File: src/logic/eicst_pkg.sv
// Constants, carriers and register map of the edge interrupt and context stack block.
// Assumes a 125 MHz core clock and a core that signals instruction cycles by an enable.
package eicst_pkg;

    // ==========================================================================
    // Timing
    localparam int CLK_MHZ = 125;
    localparam int PULSE_REJECT_US = 1;
    localparam int REJECT_CYCLES = PULSE_REJECT_US * CLK_MHZ;
    localparam int TICK_MS = 5;
    localparam int BASE_CYCLES = TICK_MS * 1000 * CLK_MHZ;
    localparam int TICKS_100MS = 100 / TICK_MS;
    localparam int TICKS_20MS = 20 / TICK_MS;
    localparam int TICKS_5MS = 5 / TICK_MS;

    // ==========================================================================
    // Sizes
    localparam int PC_W = 12;
    localparam int ASTACK_DEPTH = 6;
    localparam int ISTACK_DEPTH = 2;

    // ==========================================================================
    // Register indices; byte address is four times the index
    localparam logic [5:0] REG_TIMER_MODE = 6'h09;
    localparam logic [5:0] REG_STATUS = 6'h0e;
    localparam logic [5:0] REG_PIN_LEVEL = 6'h0f;
    localparam logic [5:0] REG_EDGE_SEL = 6'h1f;
    localparam logic [5:0] REG_PERMIT = 6'h2f;
    localparam logic [5:0] REG_REQUEST = 6'h3f;

    // ==========================================================================
    // Field positions
    localparam int PIN_REMOTE = 0;
    localparam int PIN_FRAME = 1;
    localparam int SRC_REMOTE = 0;
    localparam int SRC_TIMER = 1;
    localparam int SRC_FRAME = 2;
    localparam int SRC_SERIAL = 3;
    localparam int STAT_GIE = 0;
    localparam int STAT_EI_PEND = 1;
    localparam int STAT_DEPTH = 2;

    // ==========================================================================
    // Reset values and vectors
    localparam logic [1:0] EDGE_SEL_RST = 2'h0;
    localparam logic [3:0] PERMIT_RST = 4'h0;
    localparam logic [2:0] ASP_RST = 3'h6;
    localparam logic [PC_W-1:0] VEC_REMOTE = 12'h001;
    localparam logic [PC_W-1:0] VEC_TIMER = 12'h002;
    localparam logic [PC_W-1:0] VEC_FRAME = 12'h003;
    localparam logic [PC_W-1:0] VEC_SERIAL = 12'h004;

    typedef enum logic [1:0] {
        TM_100MS = 2'b00,
        TM_20MS = 2'b01,
        TM_5MS = 2'b10
    } eicst_tmode_type;

    // ==========================================================================
    // Carriers
    typedef struct packed {
        logic instr_cycle;
        logic int_ok;
        logic ei;
        logic di;
        logic call;
        logic ret;
        logic return_from_interrupt;
        logic [PC_W-1:0] pc;
        logic bank_wr;
        logic [1:0] bank;
        logic ixe_wr;
        logic index_enable_flag;
    } eicst_core_req_type;

    typedef struct packed {
        logic accept;
        logic pc_load;
        logic [PC_W-1:0] pc;
        logic [1:0] bank;
        logic index_enable_flag;
        logic [1:0] source;
    } eicst_core_rsp_type;

endpackage

File: src/logic/eicst_top.sv
// Edge interrupt controller with two-level context stack and address stack.
// Assumes a classic Wishbone master, a core that pulses instr_cycle once per
// instruction, and asynchronous pin inputs.
//
// The implementer's own choice: the Wishbone register port.
`timescale 1ns/1ns

module eicst_top
    import eicst_pkg::*;
#(
    parameter int BASE_TICK_CYCLES = BASE_CYCLES
) (
    input wire logic clk_i,
    input wire logic rst_i,
    input wire logic wb_cyc_i,
    input wire logic wb_stb_i,
    input wire logic wb_we_i,
    input wire logic [7:0] wb_adr_i,
    input wire logic [3:0] wb_sel_i,
    input wire logic [31:0] wb_dat_i,
    output logic [31:0] wb_dat_o,
    output logic wb_ack_o,
    input wire logic remote_irq_pin_i,
    input wire logic frame_pin_i,
    input wire logic serial_done_i,
    input wire eicst_core_req_type core_i,
    output eicst_core_rsp_type core_o,
    output logic irq_o
);

    // ==========================================================================
    // State
    typedef struct packed {
        logic [1:0] sync1;
        logic [1:0] sync2;
        logic [1:0] filt;
        logic [1:0][7:0] fcnt;
        logic [1:0] act;
        logic [1:0] edge_sel;
        logic [3:0] permit;
        logic [3:0] req;
        logic [1:0] tmode;
        logic [19:0] base_cnt;
        logic [4:0] tick_cnt;
        logic gie;
        logic ei_pend;
        logic [1:0] bank;
        logic index_enable_flag;
        logic [ISTACK_DEPTH-1:0][2:0] istk;
        logic [1:0] idepth;
        logic [ASTACK_DEPTH-1:0][PC_W-1:0] astk;
        logic [2:0] asp;
        eicst_core_rsp_type rsp;
        logic ack;
        logic [31:0] dat;
        logic irq;
    } eicst_state_type;

    eicst_state_type s_q;
    eicst_state_type s_d;

    // ==========================================================================
    // Helpers
    function automatic logic [3:0] eicst_pick(input logic [3:0] pend);
        logic [3:0] one;
        one = 4'h0;
        if (pend[SRC_REMOTE]) begin
            one[SRC_REMOTE] = 1'b1;
        end else if (pend[SRC_TIMER]) begin
            one[SRC_TIMER] = 1'b1;
        end else if (pend[SRC_FRAME]) begin
            one[SRC_FRAME] = 1'b1;
        end else if (pend[SRC_SERIAL]) begin
            one[SRC_SERIAL] = 1'b1;
        end
        return one;
    endfunction

    function automatic logic [4:0] eicst_tick_limit(input logic [1:0] mode);
        logic [4:0] lim;
        case (eicst_tmode_type'(mode))
            TM_100MS: begin
                lim = 5'(TICKS_100MS);
            end
            TM_20MS: begin
                lim = 5'(TICKS_20MS);
            end
            TM_5MS: begin
                lim = 5'(TICKS_5MS);
            end
            default: begin
                lim = 5'(TICKS_100MS);
            end
        endcase
        return lim;
    endfunction

    function automatic logic eicst_hit(input logic [5:0] idx, input logic [5:0] reg_idx);
        return idx == reg_idx;
    endfunction

    function automatic logic [PC_W-1:0] eicst_vector(input logic [1:0] src);
        logic [PC_W-1:0] v;
        case (src)
            2'(SRC_TIMER): begin
                v = VEC_TIMER;
            end
            2'(SRC_FRAME): begin
                v = VEC_FRAME;
            end
            2'(SRC_SERIAL): begin
                v = VEC_SERIAL;
            end
            default: begin
                v = VEC_REMOTE;
            end
        endcase
        return v;
    endfunction

    // ==========================================================================
    // Next state
    always_comb begin
        logic bus_req;
        logic bus_wr;
        logic [5:0] idx;
        logic [3:0] set;
        logic [3:0] clr;
        logic [3:0] pick;
        logic base_tick;
        logic [1:0] pin_raw;
        logic accept;
        logic [PC_W-1:0] vec;
        logic [2:0] top;
        logic restart;
        bus_req = 1'b0;
        bus_wr = 1'b0;
        idx = 6'h00;
        set = 4'h0;
        clr = 4'h0;
        pick = 4'h0;
        base_tick = 1'b0;
        pin_raw = 2'h0;
        accept = 1'b0;
        vec = VEC_REMOTE;
        top = 3'h0;
        restart = 1'b0;
        s_d = s_q;
        s_d.rsp.accept = 1'b0;
        s_d.rsp.pc_load = 1'b0;

        // ==========================================================================
        // Bus slave: one wait state, unmapped indices read zero and ignore writes.
        bus_req = wb_cyc_i & wb_stb_i & ~s_q.ack;
        bus_wr = bus_req & wb_we_i & wb_sel_i[0];
        idx = wb_adr_i[7:2];
        s_d.ack = bus_req;
        s_d.dat = 32'h0000_0000;
        if (bus_req & ~wb_we_i) begin
            if (eicst_hit(idx, REG_PIN_LEVEL)) begin
                s_d.dat = {30'h0, s_q.filt};
            end else if (eicst_hit(idx, REG_EDGE_SEL)) begin
                s_d.dat = {30'h0, s_q.edge_sel};
            end else if (eicst_hit(idx, REG_PERMIT)) begin
                s_d.dat = {28'h0, s_q.permit};
            end else if (eicst_hit(idx, REG_REQUEST)) begin
                s_d.dat = {28'h0, s_q.req};
            end else if (eicst_hit(idx, REG_TIMER_MODE)) begin
                s_d.dat = {30'h0, s_q.tmode};
            end else if (eicst_hit(idx, REG_STATUS)) begin
                s_d.dat = {28'h0, s_q.idepth, s_q.ei_pend, s_q.gie};
            end
        end
        if (bus_wr) begin
            if (eicst_hit(idx, REG_EDGE_SEL)) begin
                s_d.edge_sel = wb_dat_i[1:0];
            end
            if (eicst_hit(idx, REG_PERMIT)) begin
                s_d.permit = wb_dat_i[3:0];
            end
            if (eicst_hit(idx, REG_REQUEST)) begin
                clr = wb_dat_i[3:0];
            end
            if (eicst_hit(idx, REG_TIMER_MODE)) begin
                s_d.tmode = wb_dat_i[1:0];
                restart = 1'b1;
            end
        end

        // ==========================================================================
        // Pins: synchronise, reject short pulses, then detect the selected edge.
        pin_raw[PIN_REMOTE] = remote_irq_pin_i;
        pin_raw[PIN_FRAME] = frame_pin_i;
        // Two flops settle a pin that may move at any moment against the clock.
        s_d.sync1 = pin_raw;
        s_d.sync2 = s_q.sync1;
        for (int i = 0; i < 2; i++) begin
            // A pulse shorter than the reject span resets the counter and leaves no trace.
            if (s_q.sync2[i] != s_q.filt[i]) begin
                if (s_q.fcnt[i] == 8'(REJECT_CYCLES)) begin
                    s_d.filt[i] = s_q.sync2[i];
                    s_d.fcnt[i] = 8'h00;
                end else begin
                    s_d.fcnt[i] = s_q.fcnt[i] + 8'h01;
                end
            end else begin
                s_d.fcnt[i] = 8'h00;
            end
            // Level xor select is the active signal; a select write moves it too.
            s_d.act[i] = s_d.filt[i] ^ s_d.edge_sel[i];
        end
        set[SRC_REMOTE] = s_d.act[PIN_REMOTE] & ~s_q.act[PIN_REMOTE];
        set[SRC_FRAME] = s_d.act[PIN_FRAME] & ~s_q.act[PIN_FRAME];

        // ==========================================================================
        // Timer: a fixed base tick, counted up to the selected interval.
        // A mode write restarts both counters, so the first interval is whole.
        if (restart) begin
            s_d.base_cnt = 20'h00000;
            s_d.tick_cnt = 5'h00;
        end else if (s_q.base_cnt == 20'(BASE_TICK_CYCLES - 1)) begin
            s_d.base_cnt = 20'h00000;
            base_tick = 1'b1;
        end else begin
            s_d.base_cnt = s_q.base_cnt + 20'h00001;
        end
        if (base_tick) begin
            if (s_q.tick_cnt >= eicst_tick_limit(s_q.tmode) - 5'h01) begin
                s_d.tick_cnt = 5'h00;
                set[SRC_TIMER] = 1'b1;
            end else begin
                s_d.tick_cnt = s_q.tick_cnt + 5'h01;
            end
        end
        set[SRC_SERIAL] = serial_done_i;

        // ==========================================================================
        // Global enable, with the one-cycle delay after the enable instruction.
        if (core_i.instr_cycle) begin
            if (core_i.di) begin
                s_d.gie = 1'b0;
                s_d.ei_pend = 1'b0;
            end else if (s_q.ei_pend) begin
                s_d.gie = 1'b1;
                s_d.ei_pend = core_i.ei;
            end else if (core_i.ei) begin
                s_d.ei_pend = 1'b1;
            end
        end

        // ==========================================================================
        // Acceptance and returns; the core pulses at most one of these per cycle.
        pick = eicst_pick(s_q.req & s_q.permit);
        accept = core_i.instr_cycle & core_i.int_ok & s_q.gie & (|pick);
        if (core_i.instr_cycle & core_i.bank_wr) begin
            s_d.bank = core_i.bank;
        end
        if (core_i.instr_cycle & core_i.ixe_wr) begin
            s_d.index_enable_flag = core_i.index_enable_flag;
        end
        if (accept) begin
            if (pick[SRC_TIMER]) begin
                s_d.rsp.source = 2'(SRC_TIMER);
            end else if (pick[SRC_FRAME]) begin
                s_d.rsp.source = 2'(SRC_FRAME);
            end else if (pick[SRC_SERIAL]) begin
                s_d.rsp.source = 2'(SRC_SERIAL);
            end else begin
                s_d.rsp.source = 2'(SRC_REMOTE);
            end
            vec = eicst_vector(s_d.rsp.source);
            // Other status flags live in the core and are not touched here.
            s_d.gie = 1'b0;
            // Only two levels: a third push sweeps off the oldest entry, never rotates.
            s_d.istk[1] = s_q.istk[0];
            s_d.istk[0] = {s_q.bank, s_q.index_enable_flag};
            if (s_q.idepth != 2'(ISTACK_DEPTH)) begin
                s_d.idepth = s_q.idepth + 2'h1;
            end
            s_d.bank = 2'h0;
            s_d.index_enable_flag = 1'b0;
            // A push with the address stack full is lost; software bounds the nesting.
            top = s_q.asp - 3'h1;
            s_d.asp = top;
            if (top < 3'(ASTACK_DEPTH)) begin
                s_d.astk[top] = core_i.pc;
            end
            s_d.rsp.accept = 1'b1;
            s_d.rsp.pc_load = 1'b1;
            s_d.rsp.pc = vec;
        end else if (core_i.instr_cycle & core_i.call) begin
            top = s_q.asp - 3'h1;
            s_d.asp = top;
            if (top < 3'(ASTACK_DEPTH)) begin
                s_d.astk[top] = core_i.pc;
            end
        end else if (core_i.instr_cycle & (core_i.ret | core_i.return_from_interrupt)) begin
            s_d.rsp.pc_load = 1'b1;
            s_d.rsp.pc = (s_q.asp < 3'(ASTACK_DEPTH)) ? s_q.astk[s_q.asp] : '0;
            if (s_q.asp < 3'(ASTACK_DEPTH)) begin
                s_d.asp = s_q.asp + 3'h1;
            end
            if (core_i.return_from_interrupt) begin
                // An empty stack restores zero, since the lost entry is gone for good.
                s_d.bank = s_q.istk[0][2:1];
                s_d.index_enable_flag = s_q.istk[0][0];
                s_d.istk[0] = s_q.istk[1];
                s_d.istk[1] = 3'h0;
                if (s_q.idepth != 2'h0) begin
                    s_d.idepth = s_q.idepth - 2'h1;
                end
            end
        end

        // ==========================================================================
        // Request flags: a new edge beats a clear in the same cycle.
        clr[SRC_REMOTE] = clr[SRC_REMOTE] | (accept & pick[SRC_REMOTE]);
        clr[SRC_TIMER] = clr[SRC_TIMER] | (accept & pick[SRC_TIMER]);
        clr[SRC_FRAME] = clr[SRC_FRAME] | (accept & pick[SRC_FRAME]);
        clr[SRC_SERIAL] = clr[SRC_SERIAL] | (accept & pick[SRC_SERIAL]);
        s_d.req = (s_q.req & ~clr) | set;
        s_d.irq = |(s_d.req & s_d.permit);
        s_d.rsp.bank = s_d.bank;
        s_d.rsp.index_enable_flag = s_d.index_enable_flag;
    end

    // ==========================================================================
    // Registers
    always_ff @(posedge clk_i) begin
        if (rst_i) begin
            s_q <= '0;
            s_q.edge_sel <= EDGE_SEL_RST;
            s_q.permit <= PERMIT_RST;
            s_q.asp <= ASP_RST;
        end else begin
            s_q <= s_d;
        end
    end

    // ==========================================================================
    // Outputs
    assign wb_dat_o = s_q.dat;
    assign wb_ack_o = s_q.ack;
    assign core_o = s_q.rsp;
    assign irq_o = s_q.irq;

endmodule

File: config.mk
export PLATFORM = sky130hd
export DESIGN_NAME = eicst_top
export DESIGN_NICKNAME = d
export VERILOG_FILES = /design/src/logic/eicst_pkg.sv /design/src/logic/eicst_top.sv
export SDC_FILE = /design/constraint.sdc
export NUM_CORES = 1
export LEC_CHECK = 0
export ABC_AREA = 1
export BUFFER_PORTS_ARGS = -buffer_cell sky130_fd_sc_hd__buf_2
export CAP_MARGIN = 20
export CORE_MARGIN = 3
export CORE_UTILIZATION = 40
export DETAILED_ROUTE_END_ITERATION = 10
export PLACE_DENSITY = 0.64
export SYNTH_ARGS = -nofsm -noshare
export SYNTH_HDL_FRONTEND = slang
export SYNTH_SLANG_ARGS = --single-unit
File: constraint.sdc
create_clock -name clk_i -period 2.9 [get_ports clk_i]
set_clock_uncertainty 0.15 [all_clocks]
set_input_delay 0.435 -clock clk_i [delete_from_list [all_inputs] [get_ports clk_i]]
set_output_delay 0.435 -clock clk_i [all_outputs]
set_load 0.01 [all_outputs]
Word level (Yosys, flattened, before mapping)
Cells that the tools add are included.

storage, ports and cells
  output and inout port bits = 53
  input bits = 76
  word-level logic and storage cells = 196
  bits in registers = 199

cells by class
  equal/unequal tests = 19
  $add $sub $neg = 9
  muxes and demuxes = 65
  bitwise logic cells = 37
  reduce and logical (&&, ||, !) cells = 25
  order comparisons = 6

operators with widths
  kind                                                             count
  72-bit two-way mux                                               2
  83-bit two-way mux                                               1
  72-bit bitwise mux                                               1
  13-bit two-way mux                                               3
  12-bit binary-select mux with 3-bit select                       1
  12-bit demux with 3-bit select                                   1
  12-bit two-way mux                                               3
  11-bit two-way mux                                               3
  4-bit two-way mux                                                7
  2-bit two-way mux                                                12
  20-bit by 1-bit adder with 20-bit output, second input constant  1
  20-bit == test, second input constant                            1
  1-bit two-way mux                                                20
  5-bit two-way mux                                                4
  1-bit AND                                                        18
  6-bit by 4-bit == test with 1-bit output, second input constant  3
  8-bit by 1-bit adder with 8-bit output, second input constant    2
  8-bit by 7-bit == test with 1-bit output, second input constant  2
  2-bit nonzero test                                               7
  4-bit AND                                                        3
  6-bit == test, second input constant                             2
  3-bit two-way mux                                                4
  4-bit OR reduction                                               3
  5-bit one-hot mux with 2 select lines                            1
  31 further kinds                                                 56

Depth between registers and ports, before layout
Gate-level depths: netlist (run 1).

  depth after elaboration = 14
  mapped depth = 16
  depth with buffers taken out = 16

Worst setup path after synthesis (run 1)
Ideal clock, no wire load.

  path kind = reg2reg
  from = register s_q[53] in the netlist's numbering
  to = register s_q[84] in the netlist's numbering
  arrival = 1.916 ns
  path slack = 0.714 ns
  data required time = 2.631 ns
  period minus slack after synthesis = 2.186 ns
  stages on the path, launching flop included = 11
  path buffers = 3
  setup time = 0.119 ns
  path through = dfxtp_1 -> inv_1 -> buf_2 -> clkbuf_1 -> ha_1 -> or2_2 -> nand2_1 -> nand4_1 -> buf_2 -> o21ai_0 -> a21oi_1

on the way
  longest elaborated chain between the ends = 9
  elaborated cells on any way between the ends = 11
  those cells by class = add/sub (1); order compare (3); mux (6); reduce/logical (1)

RTL lines
  element                                                                                                                                                     RTL line                            text
  start: declaration                                                                                                                                          eicst_top.sv:59                     eicst_state_type s_q;
  3-bit by 1-bit subtractor with 3-bit output (*)                                                                                                             eicst_top.sv:283, eicst_top.sv:292
  3-bit by 4-bit < comparator with 1-bit output (implied by the code) / 3-bit by 1-bit greater-or-equal comparator with 1-bit output (equally long branches)  eicst_top.sv:286, eicst_top.sv:295
  1-bit logical AND (implied by the code)                                                                                                                     eicst_top.sv:286, eicst_top.sv:295
  12-bit two-way mux (implied by the code)                                                                                                                    eicst_top.sv:286, eicst_top.sv:295
  12-bit demux with 3-bit select                                                                                                                              eicst_top.sv:286, eicst_top.sv:295
  72-bit bitwise mux                                                                                                                                          eicst_top.sv:286, eicst_top.sv:295
  72-bit two-way mux (*)                                                                                                                                      eicst_top.sv:285, eicst_top.sv:294
  72-bit two-way mux                                                                                                                                          eicst_top.sv:291                    end else if (core_i.instr_cycle & core_i.call) begin
  83-bit two-way mux (*)                                                                                                                                      eicst_top.sv:261                    if (accept) begin

Mark *: on every way between the ends. The rest lies on a longest branch, timed or not. The select of a mux whose other input is x is not followed.
A chain may end at the register's enable or synchronous reset.

Worst setup path in the final report (run 1)
  from = register s_q[55] in the netlist's numbering
  to = register s_q[120] in the netlist's numbering

Same word-level chain as after synthesis.

==> results of run 1 <==
layer usage:
layer | vias to the layer above | wire length, microns | GRT usage, %
met1 | 3209 | 8770 | 22.0
met3 | 22 | 845 | 3.52
met5 | - | 9 | 0
li1 | 3673 | - | -
met2 | 125 | 8890 | 28.2
met4 | 2 | 317 | 5.17
registers in the layout, indices dropped and copies added (netlist names):
name      count
s_d           2
core_o       19
s_q         144
irq_o         1
wb_ack_o      1
wb_dat_o      4
cell families (layout without fill, tap and decap cells):
family          after synthesis  after routing  share of synthesized area (%)
flops                       171            171                           41.8
simple gates                322            322                           17.8
buf+inv                     262            285                           14.7
other cells                   2             29                         0.0917
fa+ha+maj                    17             17                           2.60
compound gates              331            331                           21.7
xor+xnor                     12             12                           1.28
worst max path at each step:
stage	from	endpoint	slack, ns
detailed placement	core_i[23]	s_q[120]	0.59
finish	s_q[55]	s_q[120]	0.64
global placement	core_i[23]	core_o[5]	0.62
CTS	s_q[166]	s_q[145]	0.64
floorplan	s_q[53]	s_q[84]	0.71
global route	s_q[166]	s_q[144]	0.33
power by group through the flow:
stage,registers [W],clock network [W],logic [W]
floorplan,0.00248,0,0.000318
detailed placement,0.00250,0,0.000415
CTS,0.00244,0.00231,0.000417
finish,0.00244,0.00226,0.000418
global placement,0.00250,0,0.000409
global route,0.00245,0.00241,0.000478
metrics by stage:
step	hold WS (ns)	util, %	total power, W	cell area [sq um]	worst slack [ns]
floorplan	0.238	-	0.00280	8290	0.714
global placement	0.251	43.0	0.00291	8520	0.620
detailed placement	0.255	43.0	0.00291	8520	0.592
CTS	0.0401	46.1	0.00517	9110	0.641
global route	0.0510	46.1	0.00534	9110	0.334
finish	0.0526	46.1	0.00512	9110	0.643
worst max-delay path: cells and delay by family (launching register included):
kind / cells / cell delay, ns
buffers and inverters: 2 / 0.42
AO/OA/AOI/OAI: 2 / 0.21
AND/OR/NAND/NOR: 3 / 0.61
flip-flops: 1 / 0.75
layout by cell type (no fill, tap or decap), types with 2 or more instances in the layout:
| cell | instances |
|---|---|
| o221ai_1 | 2 |
| clkinvlp_4 | 2 |
| o311ai_0 | 8 |
| a221oi_1 | 4 |
| a21oi_1 | 155 |
| nand3_2 | 2 |
| xnor2_1 | 5 |
| nand3b_1 | 2 |
| nor2_2 | 4 |
| nor2_4 | 3 |
| nor2_1 | 72 |
| nor3_1 | 13 |
| clkinv_8 | 4 |
| nor4_1 | 2 |
| nor3_4 | 2 |
| clkinv_1 | 3 |
| conb_1 | 29 |
| ha_1 | 17 |
| xor2_1 | 7 |
| a32o_1 | 3 |
| buf_4 | 17 |
| inv_8 | 6 |
| o211ai_1 | 4 |
| o21ai_0 | 134 |
| nor3b_1 | 5 |
| dfxtp_1 | 171 |
| or2_2 | 2 |
| nand4_1 | 16 |
| nand3_1 | 43 |
| a311oi_1 | 3 |
| o21ai_1 | 3 |
| inv_2 | 4 |
| nand2_2 | 5 |
| clkinv_4 | 3 |
| nand2_1 | 147 |
| clkbuf_16 | 17 |
| buf_2 | 67 |
| inv_1 | 162 |
| a31oi_1 | 7 |
cell type report:
cell class	instances	share of cell area [%]
clock buffers	17	4.67
clock inverters	15	1.91
inverters	169	6.96
multi-input cells	711	40.2
flip-flops and latches	171	37.6
well taps	265	3.64
repair buffers	84	5.08
==> flow_summary.toml, run 1 <==
[die]
floorplan.initialDensity_pct = 41.4
core_sq_um = 19800
die_area_sq_um = 22200
io_pins = 129
chipWidth_microns = 149
fp.dieH_microns = 149
rows = 51

[placement]
dp_hpwl_microns = 13000
gp_congestion = 0.826
io_buffer_count = 67
dp_cells = 1400

[pwr]
p_leak_nw = 3.56
p_switching_w = 0.00142
combinationalPowerShare_pct = 8.2
powerDensity_nw_per_um2 = 562
max-vdd-ir-drop_mv = 0.370
p_sw_share_pct = 27.7
power_frac_seq_pct = 47.7
clockPowerShare_pct = 44.1
power.internal_w = 0.00370

[setup_path]
r2r-end = "s_q[120]"
cp.required_ns = 3.07
arrival_ns = 2.42
crit_path_cell_trace = "or2_2 > nand2_1 > inv_1 > nand4_1 > buf_4 > o21ai_0 > a21oi_1"
r2r_setup_slack_ns = 0.64
path_max_fanout = 18
critPathLaunchType = "flop"
r2r-start = "s_q[55]"
critPathMaxStageDelay_ns = 0.75
end_kind = "flop"
reg2reg_depth = 7
cp_slowest_cell = "dfxtp_1"
critPathKind = "reg -> reg"

[logic_synthesis]
ys_dominant_reg_cell = "dfxtp_1"
synth_edf_count = 0
synth_top_area_cell = "dfxtp_1"
netlist.area_leader.share_pct = 41.8
synthTopCellsByCount = "171 x dfxtp_1, 163 x inv_1, 155 x a21oi_1, 147 x nand2_1, 134 x o21ai_0"
netlist_top_cells_area = "dfxtp_1 42%, a21oi_1 9.5%, o21ai_0 8.2%"
synth_area_sq_um = 8190
yosysMostFrequentCell = "dfxtp_1"
ys.warnings.count = 0
async_flop_share_pct = 0
synthDistinctLibCells = 48
yosysSeqAreaShare_pct = 41.8
ys_seq_elements = 171
syn_avg_cell_area_sq_um = 7.33
synthCells = 1117

[timing]
max_slew.worst_pin.slew_ns = 0.669
hold_violations = 0
timing.slew.headroom_pct = 55.3
period_share_pct = 77.8
fmax_mhz = 443
setup_viol = 0
setup_tns_ns = 0
min_period_ns = 2.26
slew_violations = 0
rsz0062_at_grt = "false"

[global_route]
grt_pass1_wl_microns = 30700
first_global_vias = 6235
grt_overflow = 0
grt_max_degree = 74
grt_usage_pct = 16.9
antenna_found_initial = 1

[routing]
dr_total_vias = 7031
drtIter0Drc = 307
ant_nets = 0
drc = 0
routedWlPerCell_microns = 13.2
wl_microns = 18800
vias_per_cell = 4.91
detail_route.first_pass.iterations = 5

[cells_and_area]
syn_to_final_growth_pct = 11.3
diodes = 0
multi_input_area_sq_um = 3660
n_fill_cell = 2037
regArea_sq_um = 3420
finalNonFillerCells = 1432
drive_above_1_share_pct = 12.2
nNetsFinal = 1247

[worst_hold_path]
hold_end = "s_q[140]"
min_from = "core_i[20]"
hp-class = "in -> reg"
holdPathStages = 2

[clock_network]
clk_pin_slew_worst_paths_ns = 0.07
clock_tree.root_cell = "clkbuf_16"
insertion_delay_ns = 0.43
numCtsBuffers = 17
cts_tree = "built"
clock_sinks = 171
post-cts-setup-buffer-count = 0
htree_levels = 4
postCtsHoldBufs = 0
cts_resized = 0
cts_buffer_depth = 2

[flow_run]
cap_viol_max_count = 0

[outcome]
status = "complete, no violations"
Power figures use the tool's default switching activity.
==> run 2: changes to the inputs <==
==> constraint.sdc (replaced) <==
create_clock -name clk_i -period 2.1 [get_ports clk_i]
set_clock_uncertainty 0.15 [all_clocks]
set_input_delay 0.315 -clock clk_i [delete_from_list [all_inputs] [get_ports clk_i]]
set_output_delay 0.315 -clock clk_i [all_outputs]
set_load 0.01 [all_outputs]
==> run 2 against run 1 <==
The run now ends with negative setup slack left. Maximum frequency increased by 5.6%. Register-to-register slack got worse by 0.68 ns. Sequential power increased by 38%. Critical endpoint is now s_q[169]. Worst setup slack got worse by 0.68 ns. Largest power group unchanged.
==> flow_summary.toml, run 2 (synthesis gave the netlist of run 1 again) <==
[outcome]
status = "finished, violations left"
violations = "negative setup slack"

[routing]
routedWlPerCell_microns = 13.5
drtIter0Drc = 473
detail_route.first_pass.iterations = 6
ant_nets = 0
vias_per_cell = 4.91
drc = 0
wl_microns = 19700
dr_total_vias = 7162

[setup_path]
arrival_ns = 2.35
critPathKind = "reg -> reg"
critPathLaunchType = "flop"
cp.required_ns = 2.31
crit_path_cell_trace = "inv_4 > ha_4 > xnor2_2 > ha_1 > buf_4 > nand4_1 > nand3_2 > nand3_2 > buf_4 > buf_4 > buf_4 > a21oi_1"
path_max_fanout = 3
cp_common_cell = "buf_4"
critPathMaxStageDelay_ns = 0.35
cp_slowest_cell = "dfxtp_2"
end_kind = "flop"

[timing]
min_period_ns = 2.14
rsz0062_at_grt = "true"
fin_ws_ns = -0.0383
setup_viol = 1
slew_violations = 0
timing.slew.headroom_pct = 57.9
fmax_mhz = 468
period_share_pct = 102
max_slew.worst_pin.slew_ns = 0.629
hold_violations = 0

[pwr]
powerDensity_nw_per_um2 = 768
max-vdd-ir-drop_mv = 0.546
p_leak_nw = 3.76

[clock_network]
insertion_delay_ns = 0.43
cts_buffer_depth = 2
htree_levels = 4
clock_sinks = 171
cts_tree = "built"
clock_tree.root_cell = "clkbuf_16"
clk_pin_slew_worst_paths_ns = 0.08
numCtsBuffers = 17

[global_route]
first_global_vias = 6642
grt-busiest-layer = "met2"
met2_usage_pct = 28.0
grt_max_degree = 67
grt_usage_pct = 17.5
grt_pass1_wl_microns = 32000
antenna_found_initial = 0
grt_overflow = 0
use_met1_pct = 24.1
grt.met3_usage_pct = 3.34

[cells_and_area]
drive_above_1_share_pct = 15.1
syn_to_final_growth_pct = 16.7
diodes = 0
final_common_cell = "dfxtp_1"
n_fill_cell = 1992
regMostFlops = "s_q"
largest_reg_flops = 144
layout_common_cells = "169 x dfxtp_1, 160 x inv_1, 154 x a21oi_1"
fin_area_sq_um = 9560
nNetsFinal = 1275

[placement]
place_area_sq_um = 8690
dp_slack_ns = -0.106
gp_congestion = 0.841
io_buffer_count = 67
dp_hpwl_microns = 13500

[worst_hold_path]
hp-class = "in -> reg"

[die]
fp.dieH_microns = 149
chipWidth_microns = 149
io_pins = 129
rows = 51
die_area_sq_um = 22200
floorplan.initialDensity_pct = 41.4
core_sq_um = 19800

[flow_run]
cap_viol_max_count = 0
## run 2: cell types whose count changed in the layout (fill, tap and decap cells not counted), sizes merged
| cell | delta |
|---|---|
| clkbuf | +1 |
| dlygate4sd3 | +6 |
| buf | +21 |
| clkinvlp | -1 |
| bufinv | +1 |
## run 2: critical path, delay by kind of cell (launching register included)
kind | cells | cell delay [ns]
buffers and inverters | 5 | 0.54
adders and majority gates | 2 | 0.45
DFF | 1 | 0.35
and+or+nand+nor | 3 | 0.32
xor gates and xnor gates | 1 | 0.13
AOI/OAI and AO/OA | 1 | 0.11
## run 2: path summary, 6_finish.rpt
path	start	end	slack, ns	cells after the start
setup / recovery	s_q[166]	s_q[169]	-0.04	12
setup reg to reg	s_q[166]	s_q[169]	-0.04	12
hold reg to reg	s_d[198]	s_q[198]	0.26	2
hold / removal	core_i[0]	core_o[2]	0.02	3
## run 2: stage by stage
| stage | hold WS [ns] | TNS, ns | std cells | utilization, % | power [W] |
|---|---|---|---|---|---|
| after floorplan | 0.238 | 0 | 1144 | - | 0.00387 |
| after global placement | 0.253 | -0.191 | 1415 | 43.9 | 0.00406 |
| after detailed placement | 0.255 | -0.429 | 1415 | 43.9 | 0.00406 |
| after CTS | 0.00345 | -0.0756 | 1456 | 47.8 | 0.00738 |
| after global routing | 0.0277 | -0.733 | 1460 | 48.3 | 0.00765 |
| final | 0.0174 | -0.0383 | 1460 | 48.3 | 0.00734 |
## run 2: metal layers
metal,vias up,part of all wire (%)
li1,3739,-
met2,165,45
met5,-,0
met4,0,1.5
met3,24,4.6
met1,3234,49
## run 2: area by class of cell
type / instances / area, sq um / share of cell area, %
timing repair buffer: 112 / 768 / 8.04
tap: 265 / 332 / 3.47
inverter: 169 / 637 / 6.66
multi-input combinational: 711 / 3750 / 39.2
clock buffer: 17 / 425 / 4.45
sequential: 171 / 3430 / 35.8
clock inverter: 15 / 219 / 2.29
## run 2: where the power goes
part | internal, W | switching, W | total [W]
clock network | 0.00175 | 0.00157 | 0.00332
registers | 0.00332 | 0.0000449 | 0.00337
logic | 0.000228 | 0.000424 | 0.000651
total | 0.00530 | 0.00204 | 0.00734
## run 2: repair_timing
action                                 in CTS  in global routing
cloned                                      0                  1
setup endpoints to repair                   5                 47
setup buffers                               3                  3
pin swaps                                   8                  4
endpoints found under the hold margin       6                  0
gates resized for setup                     8                 17
hold buffers                                6                  0
